==> config.mk <==
export PLATFORM = sky130hd
export DESIGN_NAME = piu_prioritized_interrupt_unit
export DESIGN_NICKNAME = d
export VERILOG_FILES = /design/src/rtl/piu_pkg.sv /design/src/rtl/piu_prioritized_interrupt_unit.sv
export VERILOG_INCLUDE_DIRS = /design/src /design/src/rtl
export SDC_FILE = /design/constraint.sdc
export NUM_CORES = 1
export LEC_CHECK = 0
export ABC_CLOCK_PERIOD_IN_PS = 2009
export BUFFER_PORTS_ARGS = -buffer_cell sky130_fd_sc_hd__clkbuf_2
export CORE_ASPECT_RATIO = 0.7
export CORE_MARGIN = 1.5
export CORE_UTILIZATION = 52
export CTS_CLUSTER_DIAMETER = 100
export DETAILED_ROUTE_END_ITERATION = 8
export PLACE_DENSITY = 0.81
export SYNTH_ARGS = -nofsm -noshare
export SYNTH_HDL_FRONTEND = slang
export SYNTH_SLANG_ARGS = --single-unit
==> constraint.sdc <==
create_clock -name mclk -period 2.01 [get_ports mclk]
set_input_delay 0.3015 -clock mclk [delete_from_list [all_inputs] [get_ports mclk]]
set_output_delay 0.3015 -clock mclk [all_outputs]
set_load 0.1 [all_outputs]
==> src/rtl/piu_defines.svh <==
/*
 * constants for the prioritized interrupt unit: option register offset,
 * field positions, reset value and vector addresses.
 * assumes inclusion by bare name from the design file, the checker or the bench.
 */
`ifndef PIU_DEFINES_SVH
`define PIU_DEFINES_SVH

// ----------------------------------------------------------------------
// option register
// ----------------------------------------------------------------------
`define PIU_OPT_ADDR 8'hc8
`define PIU_OPT_RESET 8'h00
`define PIU_GEN_BIT 4
`define PIU_ESB_BIT 5
`define PIU_LES_BIT 6

// ----------------------------------------------------------------------
// vectors (12-bit program space)
// ----------------------------------------------------------------------
`define PIU_VEC_SRC0 12'hffc
`define PIU_VEC_SRC1 12'hff6
`define PIU_VEC_SRC2 12'hff4
`define PIU_VEC_SRC3 12'hff2
`define PIU_VEC_SRC4 12'hff0

// ----------------------------------------------------------------------
// quirk window: cycles of the 4-cycle immediate write
// ----------------------------------------------------------------------
`define PIU_QUIRK_CYCLES 3

`endif

==> src/rtl/piu_pkg.sv <==
/*
 * types for the prioritized interrupt unit.
 * assumes piu_defines.svh is on the include path.
 */
package piu_pkg;

    // ------------------------------------------------------------------
    // flag context and event bundles
    // ------------------------------------------------------------------
    typedef enum logic [1:0] {
        CTX_NORMAL,
        CTX_IRQ,
        CTX_NMI
    } piu_ctx_t;

    typedef struct packed {
        logic carry;
        logic zero;
    } piu_flags_t;

    typedef struct packed {
        logic supply_monitor;
        logic spi_done;
        logic [7:0] port_pins;
        logic timer1_zero;
        logic timer2_zero;
        logic osc_event;
        logic adc_done;
    } piu_events_t;

    typedef struct packed {
        logic timer_irq_enable;
        logic converter_irq_enable;
        logic supply_monitor_irq_enable;
        logic osc_irq_enable;
        logic [7:0] port_irq_enable;
    } piu_event_en_t;

endpackage : piu_pkg

==> src/rtl/piu_prioritized_interrupt_unit.sv <==
/*
 * prioritized interrupt unit: one non-maskable and four maskable sources,
 * option register, edge latches, entry/return sequencing, three flag sets
 * and a two-deep program counter stack for the interrupted context.
 * assumes the core pulses instr_done at each instruction boundary and
 * return_from_interrupt when it retires that instruction; port pins and
 * other asynchronous inputs arrive unsynchronised.
 */
// Added by the designer: the plain strobed port.
`timescale 1ns/1ps
`include "piu_defines.svh"

module piu_prioritized_interrupt_unit (
    input wire logic mclk,
    input wire logic sys_rst,
    // register port
    input wire logic [7:0] reg_addr,
    input wire logic [7:0] reg_wdata,
    input wire logic reg_wr,
    input wire logic reg_rd,
    output logic [7:0] reg_rdata,
    // core handshake
    input wire logic instr_done,
    input wire logic return_from_interrupt,
    input wire logic sleep_req,
    input wire logic opt_clear_busy,
    input wire logic [11:0] core_pc,
    input wire piu_pkg::piu_flags_t core_flags_in,
    input wire logic core_flags_we,
    output logic irq_take,
    output logic [11:0] irq_vector,
    output logic [11:0] ret_pc,
    output logic ret_valid,
    output piu_pkg::piu_flags_t core_flags,
    output piu_pkg::piu_ctx_t ctx_state,
    output logic sleep_skip,
    output logic wake_req,
    // event sources
    input wire piu_pkg::piu_events_t events,
    input wire piu_pkg::piu_event_en_t event_en,
    input wire logic nmi_pin_n,
    output logic [13:0] event_flags
);
    import piu_pkg::*;

    // ------------------------------------------------------------------
    // option register
    // ------------------------------------------------------------------
    logic [2:0] opt_ff;
    logic global_irq_enable;
    logic src2_edge_polarity;
    logic src1_level_select;

    // only the three live bits are stored; the rest have no function
    always_ff @(posedge mclk) begin
        if (sys_rst) begin
            opt_ff <= 3'h0;
        end else if (reg_wr && reg_addr == `PIU_OPT_ADDR) begin
            opt_ff <= {reg_wdata[`PIU_LES_BIT], reg_wdata[`PIU_ESB_BIT],
                       reg_wdata[`PIU_GEN_BIT]};
        end
    end
    assign global_irq_enable = opt_ff[0];
    assign src2_edge_polarity = opt_ff[1];
    assign src1_level_select = opt_ff[2];

    // write-only: reads return zero, one cycle later
    always_ff @(posedge mclk) begin
        reg_rdata <= 8'h00;
    end

    // ------------------------------------------------------------------
    // input synchronisers (pins are asynchronous)
    // ------------------------------------------------------------------
    localparam int NSYNC = 15;
    logic [NSYNC-1:0] raw_in;
    logic [NSYNC-1:0] s1_ff;
    logic [NSYNC-1:0] s2_ff;
    logic [NSYNC-1:0] s3_ff;
    logic [NSYNC-1:0] clean_ff;

    assign raw_in = {~nmi_pin_n, events};

    genvar gi;
    generate
        for (gi = 0; gi < NSYNC; gi++) begin : g_sync
            always_ff @(posedge mclk) begin
                if (sys_rst) begin
                    s1_ff[gi] <= 1'b0;
                    s2_ff[gi] <= 1'b0;
                    s3_ff[gi] <= 1'b0;
                    clean_ff[gi] <= 1'b0;
                end else begin
                    s1_ff[gi] <= raw_in[gi];
                    s2_ff[gi] <= s1_ff[gi];
                    s3_ff[gi] <= s2_ff[gi];
                    // a change counts once two stages agree
                    if (s2_ff[gi] == s3_ff[gi]) begin
                        clean_ff[gi] <= s3_ff[gi];
                    end
                end
            end
        end
    endgenerate

    piu_events_t ev;
    logic nmi_level;
    assign ev = clean_ff[NSYNC-2:0];
    assign nmi_level = clean_ff[NSYNC-1];

    // ------------------------------------------------------------------
    // event gating and routing
    // ------------------------------------------------------------------
    logic [13:0] gated;
    logic line0, line1, line2, line3, line4;

    assign gated = {
        ev.supply_monitor & event_en.supply_monitor_irq_enable,
        ev.spi_done,
        ev.port_pins & event_en.port_irq_enable,
        ev.timer1_zero & event_en.timer_irq_enable,
        ev.timer2_zero & event_en.timer_irq_enable,
        ev.osc_event & event_en.osc_irq_enable,
        ev.adc_done & event_en.converter_irq_enable
    };

    assign line0 = gated[13] | nmi_level;
    assign line1 = gated[12];
    assign line2 = |gated[11:4];
    assign line3 = |gated[3:1];
    assign line4 = gated[0];

    // per-event poll flags
    always_ff @(posedge mclk) begin
        if (sys_rst) begin
            event_flags <= 12'h000;
        end else begin
            event_flags <= gated;
        end
    end

    // ------------------------------------------------------------------
    // edge detection and latches
    // ------------------------------------------------------------------
    logic line0_d_ff;
    logic line1_d_ff;
    logic line2_d_ff;
    logic nmi_lat_ff;
    logic src1_lat_ff;
    logic src2_lat_ff;
    logic [2:0] accept_sel;
    logic take_nmi;
    logic take_mask;

    always_ff @(posedge mclk) begin
        if (sys_rst) begin
            line0_d_ff <= 1'b0;
            line1_d_ff <= 1'b0;
            line2_d_ff <= 1'b0;
        end else begin
            line0_d_ff <= line0;
            line1_d_ff <= line1;
            line2_d_ff <= line2;
        end
    end

    logic edge0, fall1, edge2;
    // request lines are high-true, as the gated events are, so a rising
    // line edge is a rising event edge; src2_edge_polarity selects the falling one
    assign edge0 = line0 & ~line0_d_ff;
    assign fall1 = line1 & ~line1_d_ff;
    assign edge2 = src2_edge_polarity ? (~line2 & line2_d_ff)
                                      : (line2 & ~line2_d_ff);

    // set wins over clear so an edge in the starting cycle is kept
    always_ff @(posedge mclk) begin
        if (sys_rst) begin
            nmi_lat_ff <= 1'b0;
        end else if (edge0) begin
            nmi_lat_ff <= 1'b1;
        end else if (take_nmi) begin
            nmi_lat_ff <= 1'b0;
        end
    end

    always_ff @(posedge mclk) begin
        if (sys_rst) begin
            src1_lat_ff <= 1'b0;
        end else if (fall1 && !src1_level_select) begin
            src1_lat_ff <= 1'b1;
        end else if (take_mask && accept_sel == 3'd1) begin
            src1_lat_ff <= 1'b0;
        end
    end

    always_ff @(posedge mclk) begin
        if (sys_rst) begin
            src2_lat_ff <= 1'b0;
        end else if (edge2) begin
            src2_lat_ff <= 1'b1;
        end else if (take_mask && accept_sel == 3'd2) begin
            src2_lat_ff <= 1'b0;
        end
    end

    // ------------------------------------------------------------------
    // arbitration at instruction boundaries
    // ------------------------------------------------------------------
    piu_ctx_t ctx_ff;
    piu_ctx_t prev_ctx_ff;
    logic mask_inhibit_ff;
    logic req1;
    logic [4:1] mreq;
    logic any_mask;

    assign req1 = src1_level_select ? line1 : src1_lat_ff;
    assign mreq = {line4, line3, src2_lat_ff, req1} &
                  {4{global_irq_enable}};
    assign any_mask = |mreq;

    // nmi ignores the inhibit; only an nmi already in service blocks it
    assign take_nmi = instr_done && nmi_lat_ff &&
                      ctx_ff != CTX_NMI;
    assign take_mask = instr_done && !take_nmi && any_mask &&
                       !mask_inhibit_ff &&
                       ctx_ff == CTX_NORMAL;

    always_comb begin
        if (mreq[1]) begin
            accept_sel = 3'd1;
        end else if (mreq[2]) begin
            accept_sel = 3'd2;
        end else if (mreq[3]) begin
            accept_sel = 3'd3;
        end else begin
            accept_sel = 3'd4;
        end
    end

    always_ff @(posedge mclk) begin
        if (sys_rst) begin
            irq_take <= 1'b0;
            irq_vector <= 12'h000;
        end else begin
            irq_take <= take_nmi | take_mask;
            if (take_nmi) begin
                irq_vector <= `PIU_VEC_SRC0;
            end else if (take_mask) begin
                unique case (accept_sel)
                    3'd1: irq_vector <= `PIU_VEC_SRC1;
                    3'd2: irq_vector <= `PIU_VEC_SRC2;
                    3'd3: irq_vector <= `PIU_VEC_SRC3;
                    default: irq_vector <= `PIU_VEC_SRC4;
                endcase
            end
        end
    end

    // ------------------------------------------------------------------
    // context, inhibit and pc stack
    // ------------------------------------------------------------------
    logic quirk_ff;
    logic [11:0] pc_stack_ff [0:1];
    logic sp_ff;

    always_ff @(posedge mclk) begin
        if (sys_rst) begin
            ctx_ff <= CTX_NORMAL;
            prev_ctx_ff <= CTX_NORMAL;
            mask_inhibit_ff <= 1'b0;
            quirk_ff <= 1'b0;
        end else if (take_nmi) begin
            prev_ctx_ff <= ctx_ff;
            ctx_ff <= CTX_NMI;
        end else if (take_mask) begin
            ctx_ff <= CTX_IRQ;
            mask_inhibit_ff <= 1'b1;
            quirk_ff <= opt_clear_busy;
        end else if (return_from_interrupt && ctx_ff != CTX_NORMAL) begin
            if (ctx_ff == CTX_NMI) begin
                ctx_ff <= prev_ctx_ff;
            end else begin
                ctx_ff <= CTX_NORMAL;
                mask_inhibit_ff <= 1'b0;
                quirk_ff <= 1'b0;
            end
        end
    end

    // nmi over a maskable routine needs a second level
    always_ff @(posedge mclk) begin
        if (sys_rst) begin
            sp_ff <= 1'b0;
            pc_stack_ff[0] <= 12'h000;
            pc_stack_ff[1] <= 12'h000;
        end else if (take_nmi || take_mask) begin
            pc_stack_ff[ctx_ff != CTX_NORMAL] <= core_pc;
            sp_ff <= (ctx_ff != CTX_NORMAL);
        end else if (return_from_interrupt && ctx_ff != CTX_NORMAL) begin
            sp_ff <= 1'b0;
        end
    end

    always_ff @(posedge mclk) begin
        if (sys_rst) begin
            ret_pc <= 12'h000;
            ret_valid <= 1'b0;
        end else begin
            ret_valid <= return_from_interrupt && ctx_ff != CTX_NORMAL;
            ret_pc <= pc_stack_ff[sp_ff];
        end
    end

    // ------------------------------------------------------------------
    // three flag pairs
    // ------------------------------------------------------------------
    piu_flags_t flags_ff [0:2];
    logic [1:0] flag_sel;

    // the quirk leaves the normal pair in use during a maskable routine
    assign flag_sel = (ctx_ff == CTX_IRQ && quirk_ff) ? 2'd0
                                                       : 2'(ctx_ff);

    always_ff @(posedge mclk) begin
        if (sys_rst) begin
            flags_ff[0] <= '0;
            flags_ff[1] <= '0;
            flags_ff[2] <= '0;
        end else if (core_flags_we) begin
            flags_ff[flag_sel] <= core_flags_in;
        end
    end
    assign core_flags = flags_ff[flag_sel];
    assign ctx_state = ctx_ff;

    // ------------------------------------------------------------------
    // sleep control
    // ------------------------------------------------------------------
    assign sleep_skip = sleep_req && (any_mask || nmi_lat_ff);
    assign wake_req = global_irq_enable &&
                      (any_mask || nmi_lat_ff);

endmodule : piu_prioritized_interrupt_unit

==> results.tsv, run 1 <==
metric	value	unit
status	completed	
most frequent cells in the layout	104 x dfxtp_1, 99 x clkbuf_2, 56 x nor2_1	
Num Clock Sinks	139	
Setup violations, final	0	
Layout Nets	638	
CTS tree	yes	
Leak	2.63	nW
sequential area share after synthesis	0.630	
Clock Latency Late Sink	0.41	ns
Die Wd	119	um
Slew @ Worst Pin	0.742	ns
dpl cells	677	
Area Overhead vs Synth	26.7	%
Internal	5.13	mW
slowest CP cell	dfxtp_1	
# rows	29	
post-DP HPWL	6520	um
postcts setup bufs	0	
Die ar.	10100	um2
critical path class	reg -> out	
grt total ovfl	0	
commonest non-fill, non-tap cell in the layout	dfxtp_1	
Sequential Power Share	0.444	
hold_ws	0.0329	ns
Sum Neg Setup Slack	0	ns
Syn Inst Count	469	
Distinct cells, synth	40	
Ant. Diodes	0	
CP Buf/Inv Count	1	
Max-cap violations	0	
Setup WS post-layout	0.0397	ns
Min-Delay Path Class	in -> reg	
Core Region	9140	um2
# DRC	0	
PwrDens	1060	nW/um2
Post-synth EDFFs	32	
fin cells	709	
port bufs	104	
critical path required time	1.71	ns
Area after DPL	5570	um2
first-pass GRT wire length	15700	um
DR iter-0 viols	288	
DR WL/cell	13.9	um
YS warnings	0	
fin crit share	0.980	
Cell Area, Synth	4920	um2
Final Skew	0.00991	ns
FFs w/ async S/R, synth	0	
delay-heaviest family, CP	flip-flops	
Tot GR Track Use	0.203	
crit-path cells	nand2b_1 > mux2i_1 > o21ai_4 > buf_12	
CP arrival	1.67	ns
routed via count	3479	
DRT Wirelength	9840	um
fin crit period	1.97	ns
Sw Pwr	1.50	mW
slowest stage delay, CP	0.38	ns
pin count of the biggest net entering global routing	99	
Clock Tree Buf Depth	2	
CP Capture Type	primary output	
effective utilization at floorplan	0.539	
initial antenna violation count	0	
htree depth	4	
design area	6240	um2
Critical Path Start Type	register	
final hold vios	0	
Worst VDD drop	0.000827	V
pre-CTS WS	0.0889	ns
root buf cell	clkbuf_16	
hold buffer count at CTS	0	
IO Pins	120	
Detail Route Antenna Nets	0	
vias per inst	4.91	
Reg clk slew, reported paths	0.06	ns
Critical Path Fanout Max	5	
CTS Buf Count	17	
flip-flop and latch count after synthesis	139	
Rel. slew slack	0.504	
Max Clk Rate	0.508	GHz
share of cells above drive strength 1	0.277	
max-slew violation count	0	
Avg Cell Area, Syn	10.5	um2
TritonRoute pass-1 iters	4	
gpl congestion	0.788	
Final Power	6.64	mW
Core Util, Final	0.682	
die height	84.4	um
number of global-route vias before repair	3396	
Combinational Power Share	0.060	
Clock Power Share	0.496	
switch share	0.226	
prevailing post-synth register cell	dfxtp_1	
logic make-up after synthesis:
| kind of cell | Yosys count | synth area share |
|---|---|---|
| DFF | 139 | 0.630 |
| buffers and inverters | 41 | 0.0465 |
| muxes | 22 | 0.0455 |
| other | 1 | 0.000761 |
| and+or+nand+nor | 199 | 0.195 |
| AOI/OAI and AO/OA | 67 | 0.0818 |
sequential cells by signal, indices dropped and copies added (netlist names), 2 cells and up:
register	cells
s2_ff	15
clean_ff	13
flags_ff	8
s3_ff	15
ctx_state	2
pc_stack_ff	24
s1_ff	15
irq_vector	4
ret_pc	12
opt_ff	3
event_flags	14
prev_ctx_ff	2
power groups by stage:
stage	logic [mW]	registers (mW)	clock network [mW]
3_3_place_gp	0.389	3.00	0
4_1_cts	0.397	2.95	3.33
3_5_place_dp	0.395	3.01	0
2_1_floorplan	0.222	3.07	0
5_1_grt	0.421	2.95	3.46
6_report	0.396	2.95	3.29
metal layers:
layer,wire [um],GRT usage
met1,4320,0.241
met2,4740,0.336
met3,600,0.0700
met4,184,0.0963
met5,0,0
what timing repair did:
action,4_1_cts,5_1_grt
cloned,0,0
gates resized for setup,4,6
setup endpoints to repair,2,16
final timing paths:
path	from	end	slack (ns)	cells past startpoint
setup / recovery	quirk_ff$_SDFFE_PP0P_	core_flags[0]	0.04	4
hold / removal	nmi_pin_n	s1_ff[14]$_SDFF_PP0_	0.03	2
setup reg to reg	nmi_lat_ff$_SDFFE_PP0P_	pc_stack_ff[1][1]$_SDFFCE_PN0P_	0.23	4
hold reg to reg	s1_ff[10]$_SDFF_PP0_	s2_ff[10]$_SDFF_PP0_	0.44	1
cells in the mapped netlist, types with 2 or more instances:
cell type	n	area, um2
nand3_1	3	15.0
nand2_1	54	203
o31ai_1	2	15.0
inv_1	4	15.0
and2_1	15	93.8
a21o_1	2	15.0
a21oi_1	23	115
a31oi_1	2	12.5
a21oi_2	2	17.5
buf_2	3	15.0
o21ai_0	24	120
o211ai_1	2	15.0
nor3_1	5	25.0
buf_4	17	128
nor2_1	57	214
mux2i_1	19	190
buf_1	4	15.0
edfxtp_1	32	961
clkbuf_1	12	45.0
nor2b_1	49	307
mux2_2	3	33.8
nand2b_1	2	12.5
dfxtp_1	107	2140
and3_1	7	43.8
nand4_1	4	25.0
final cells by class:
cell class | count | area [um2]
fillers | 713 | 2910
clock inverters | 12 | 158
flip-flops and latches | 139 | 3110
multi-input cells | 297 | 1670
well taps | 124 | 155
inverters | 4 | 15.0
clock buffers | 20 | 478
repair buffers | 113 | 651
(Power assumes the default switching activity.)
==> run 2: changes to the inputs <==
--- a/config.mk
+++ b/config.mk
@@ -10,10 +10,11 @@
 export BUFFER_PORTS_ARGS = -buffer_cell sky130_fd_sc_hd__clkbuf_2
 export CORE_ASPECT_RATIO = 0.7
 export CORE_MARGIN = 1.5
-export CORE_UTILIZATION = 52
+export CORE_UTILIZATION = 55
+export CTS_BUF_LIST = sky130_fd_sc_hd__clkbuf_4 sky130_fd_sc_hd__clkbuf_8
 export CTS_CLUSTER_DIAMETER = 100
 export DETAILED_ROUTE_END_ITERATION = 8
-export PLACE_DENSITY = 0.81
+export PLACE_DENSITY = 0.85
 export SYNTH_ARGS = -nofsm -noshare
 export SYNTH_HDL_FRONTEND = slang
 export SYNTH_SLANG_ARGS = --single-unit
==> run 2 against run 1 <==
Against the previous run:
- fmax decreased by 0.22%
- sequential power about the same
- total power decreased by 16%
- cell count unchanged
- highest routed layer unchanged
- global-route usage increased by 1.4 points
==> results.tsv, run 2 (synthesis results as in run 1) <==
metric	value	unit	change
status	completed		
Leak	2.54	nW	-3.6%
hold_ws	0.0732	ns	+0.0403 ns
Critical Path Fanout Max	5		unchanged
DR WL/cell	14.0	um	+0.65%
Min-Delay Path Class	in -> reg		
pin count of the biggest net entering global routing	71		-28%
share of cells above drive strength 1	0.287		+0.0100
Reg2Reg Setup Slack	0.22	ns	about the same
R2R depth	4		unchanged
PwrDens	926	nW/um2	-13%
Layout fillers	632		-11%
DR iter-0 viols	242		-16%
CTS Buf Count	17		unchanged
# DRC	0		unchanged
htree depth	4		unchanged
slowest stage delay, CP	0.39	ns	about the same
Worst VDD drop	0.000659	V	-20%
hold path startpoint	events[13]		
fin crit period	1.97	ns	+0.00442 ns
Setup WS post-layout	0.0353	ns	-0.00442 ns
Slew @ Worst Pin	0.756	ns	+0.0131 ns
Clock Latency Late Sink	0.43	ns	+0.02 ns
pre-CTS WS	0.0341	ns	-0.0548 ns
grt total ovfl	0		unchanged
critical path class	reg -> out		
hold endpoint	s1_ff[13]$_SDFF_PP0_		
fin crit share	0.982		+0.00220
RR Endpoint	pc_stack_ff[0][11]$_SDFFCE_PN0P_		
Largest register FFs	24		unchanged
design area	6050	um2	-3.1%
most frequent cells in the layout	103 x dfxtp_1, 99 x clkbuf_2, 56 x nor2_1		
first-pass GRT wire length	15300	um	-3.0%
final hold vios	0		unchanged
post-DP HPWL	6650	um	+2.1%
gpl congestion	0.794		+0.83%
Die Wd	116	um	-2.7%
Reg clk slew, reported paths	0.08	ns	+0.02 ns
Detail Route Antenna Nets	0		unchanged
Ant. Diodes	0		unchanged
Area after DPL	5570	um2	about the same
initial antenna violation count	0		unchanged
CP Capture Type	primary output		
IO Pins	120		unchanged
Num Clock Sinks	139		unchanged
CTS tree	yes		
Setup violations, final	0		unchanged
Core Region	8580	um2	-6.1%
Area Overhead vs Synth	22.8	%	
Die ar.	9540	um2	-5.3%
Max Clk Rate	0.506	GHz	-0.22%
CP arrival	1.67	ns	about the same
routed via count	3584		+3.0%
Layout Nets	642		+0.63%
crit-path cells	mux2i_4 > a41oi_4 > o21a_1 > buf_12		
Tot GR Track Use	0.217		+0.0140
max-slew violation count	0		unchanged
root buf cell	clkbuf_8		
RSZ-0062 raised after global routing	yes		
Largest Register	pc_stack_ff		
hold path cells	2		unchanged
vias per inst	5.06		+3.0%
Rel. slew slack	0.496		-0.00876
number of global-route vias before repair	3303		-2.7%
DRT Wirelength	9900	um	+0.65%
effective utilization at floorplan	0.574		+0.0352
Final Skew	0.0140	ns	+0.00414 ns
Crit Reg-Reg Startpoint	opt_ff[2]$_SDFFE_PP0P_		
Max-cap violations	0		unchanged
commonest non-fill, non-tap cell in the layout	dfxtp_1		
# rows	28		-3.4%
critical path required time	1.71	ns	about the same
Critical Path Start Type	register		
port bufs	104		unchanged
slowest CP cell	dfxtp_4		
Clock Tree Buf Depth	2		unchanged
TritonRoute pass-1 iters	5		+1
die height	82.2	um	-2.7%
[run 2: worst max path at each step]
| stage | from | to | slack, ns |
|---|---|---|---|
| finish | opt_ff[2]$_SDFFE_PP0P_ | sleep_skip | 0.04 |
| global route | opt_ff[2]$_SDFFE_PP0P_ | sleep_skip | -0.004 |
| CTS | opt_ff[2]$_SDFFE_PP0P_ | sleep_skip | 0.0007 |
| detailed placement | opt_ff[2]$_SDFFE_PP0P_ | pc_stack_ff[0][8]$_SDFFCE_PN0P_ | 0.03 |
| global placement | opt_ff[2]$_SDFFE_PP0P_ | pc_stack_ff[0][10]$_SDFFCE_PN0P_ | 0.14 |
| floorplan | ctx_state[0]$_SDFFE_PP0P_ | core_flags[0] | 0.06 |
[run 2: layout make-up]
cell class	instances	area [um2]	area share
flip-flops and latches	139	3110	0.515
multi-input cells	297	1700	0.281
repair buffers	117	671	0.111
clock buffers	20	263	0.0435
well taps	120	150	0.0248
clock inverters	12	136	0.0226
inverters	4	15.0	0.00248
[run 2: report_power, final]
part,switching [mW],internal (mW),total (mW)
clock network,1.08,1.18,2.25
registers,0.0247,2.92,2.94
logic,0.290,0.113,0.403
[run 2: worst max-delay path: cells and delay by family (launching register included)]
family | cells | cell delay (ns)
AOI/OAI and AO/OA | 2 | 0.39
muxes | 1 | 0.28
buffers and inverters | 1 | 0.18
DFF | 1 | 0.39
[run 2: metal layers]
metal / vias to the layer above / share of wire / global-route usage
li1: 1758 / - / -
met1: 1654 / 0.43 / 0.267
met2: 151 / 0.48 / 0.352
met3: 21 / 0.069 / 0.0679
met4: 0 / 0.015 / 0.111
met5: - / 0 / 0
[run 2: repair_timing]
| action | 4_1_cts | 5_1_grt |
|---|---|---|
| endpoints found under the setup margin | 2 | 16 |
| setup buffers | 0 | 1 |
| pin swaps | 2 | 2 |
| hold buffers | 1 | 0 |
| endpoints found under the hold margin | 1 | 0 |
| gates resized for setup | 9 | 7 |
[run 2: per-stage QoR]
step	cells	TNS, ns	utilization	total power, mW
after global placement	675	0	0.649	3.39
after floorplan	477	0	-	3.29
after CTS	708	0	0.701	5.62
after detailed placement	675	0	0.649	3.41
final	709	0	0.704	5.60
after global routing	709	-0.00376	0.704	5.77
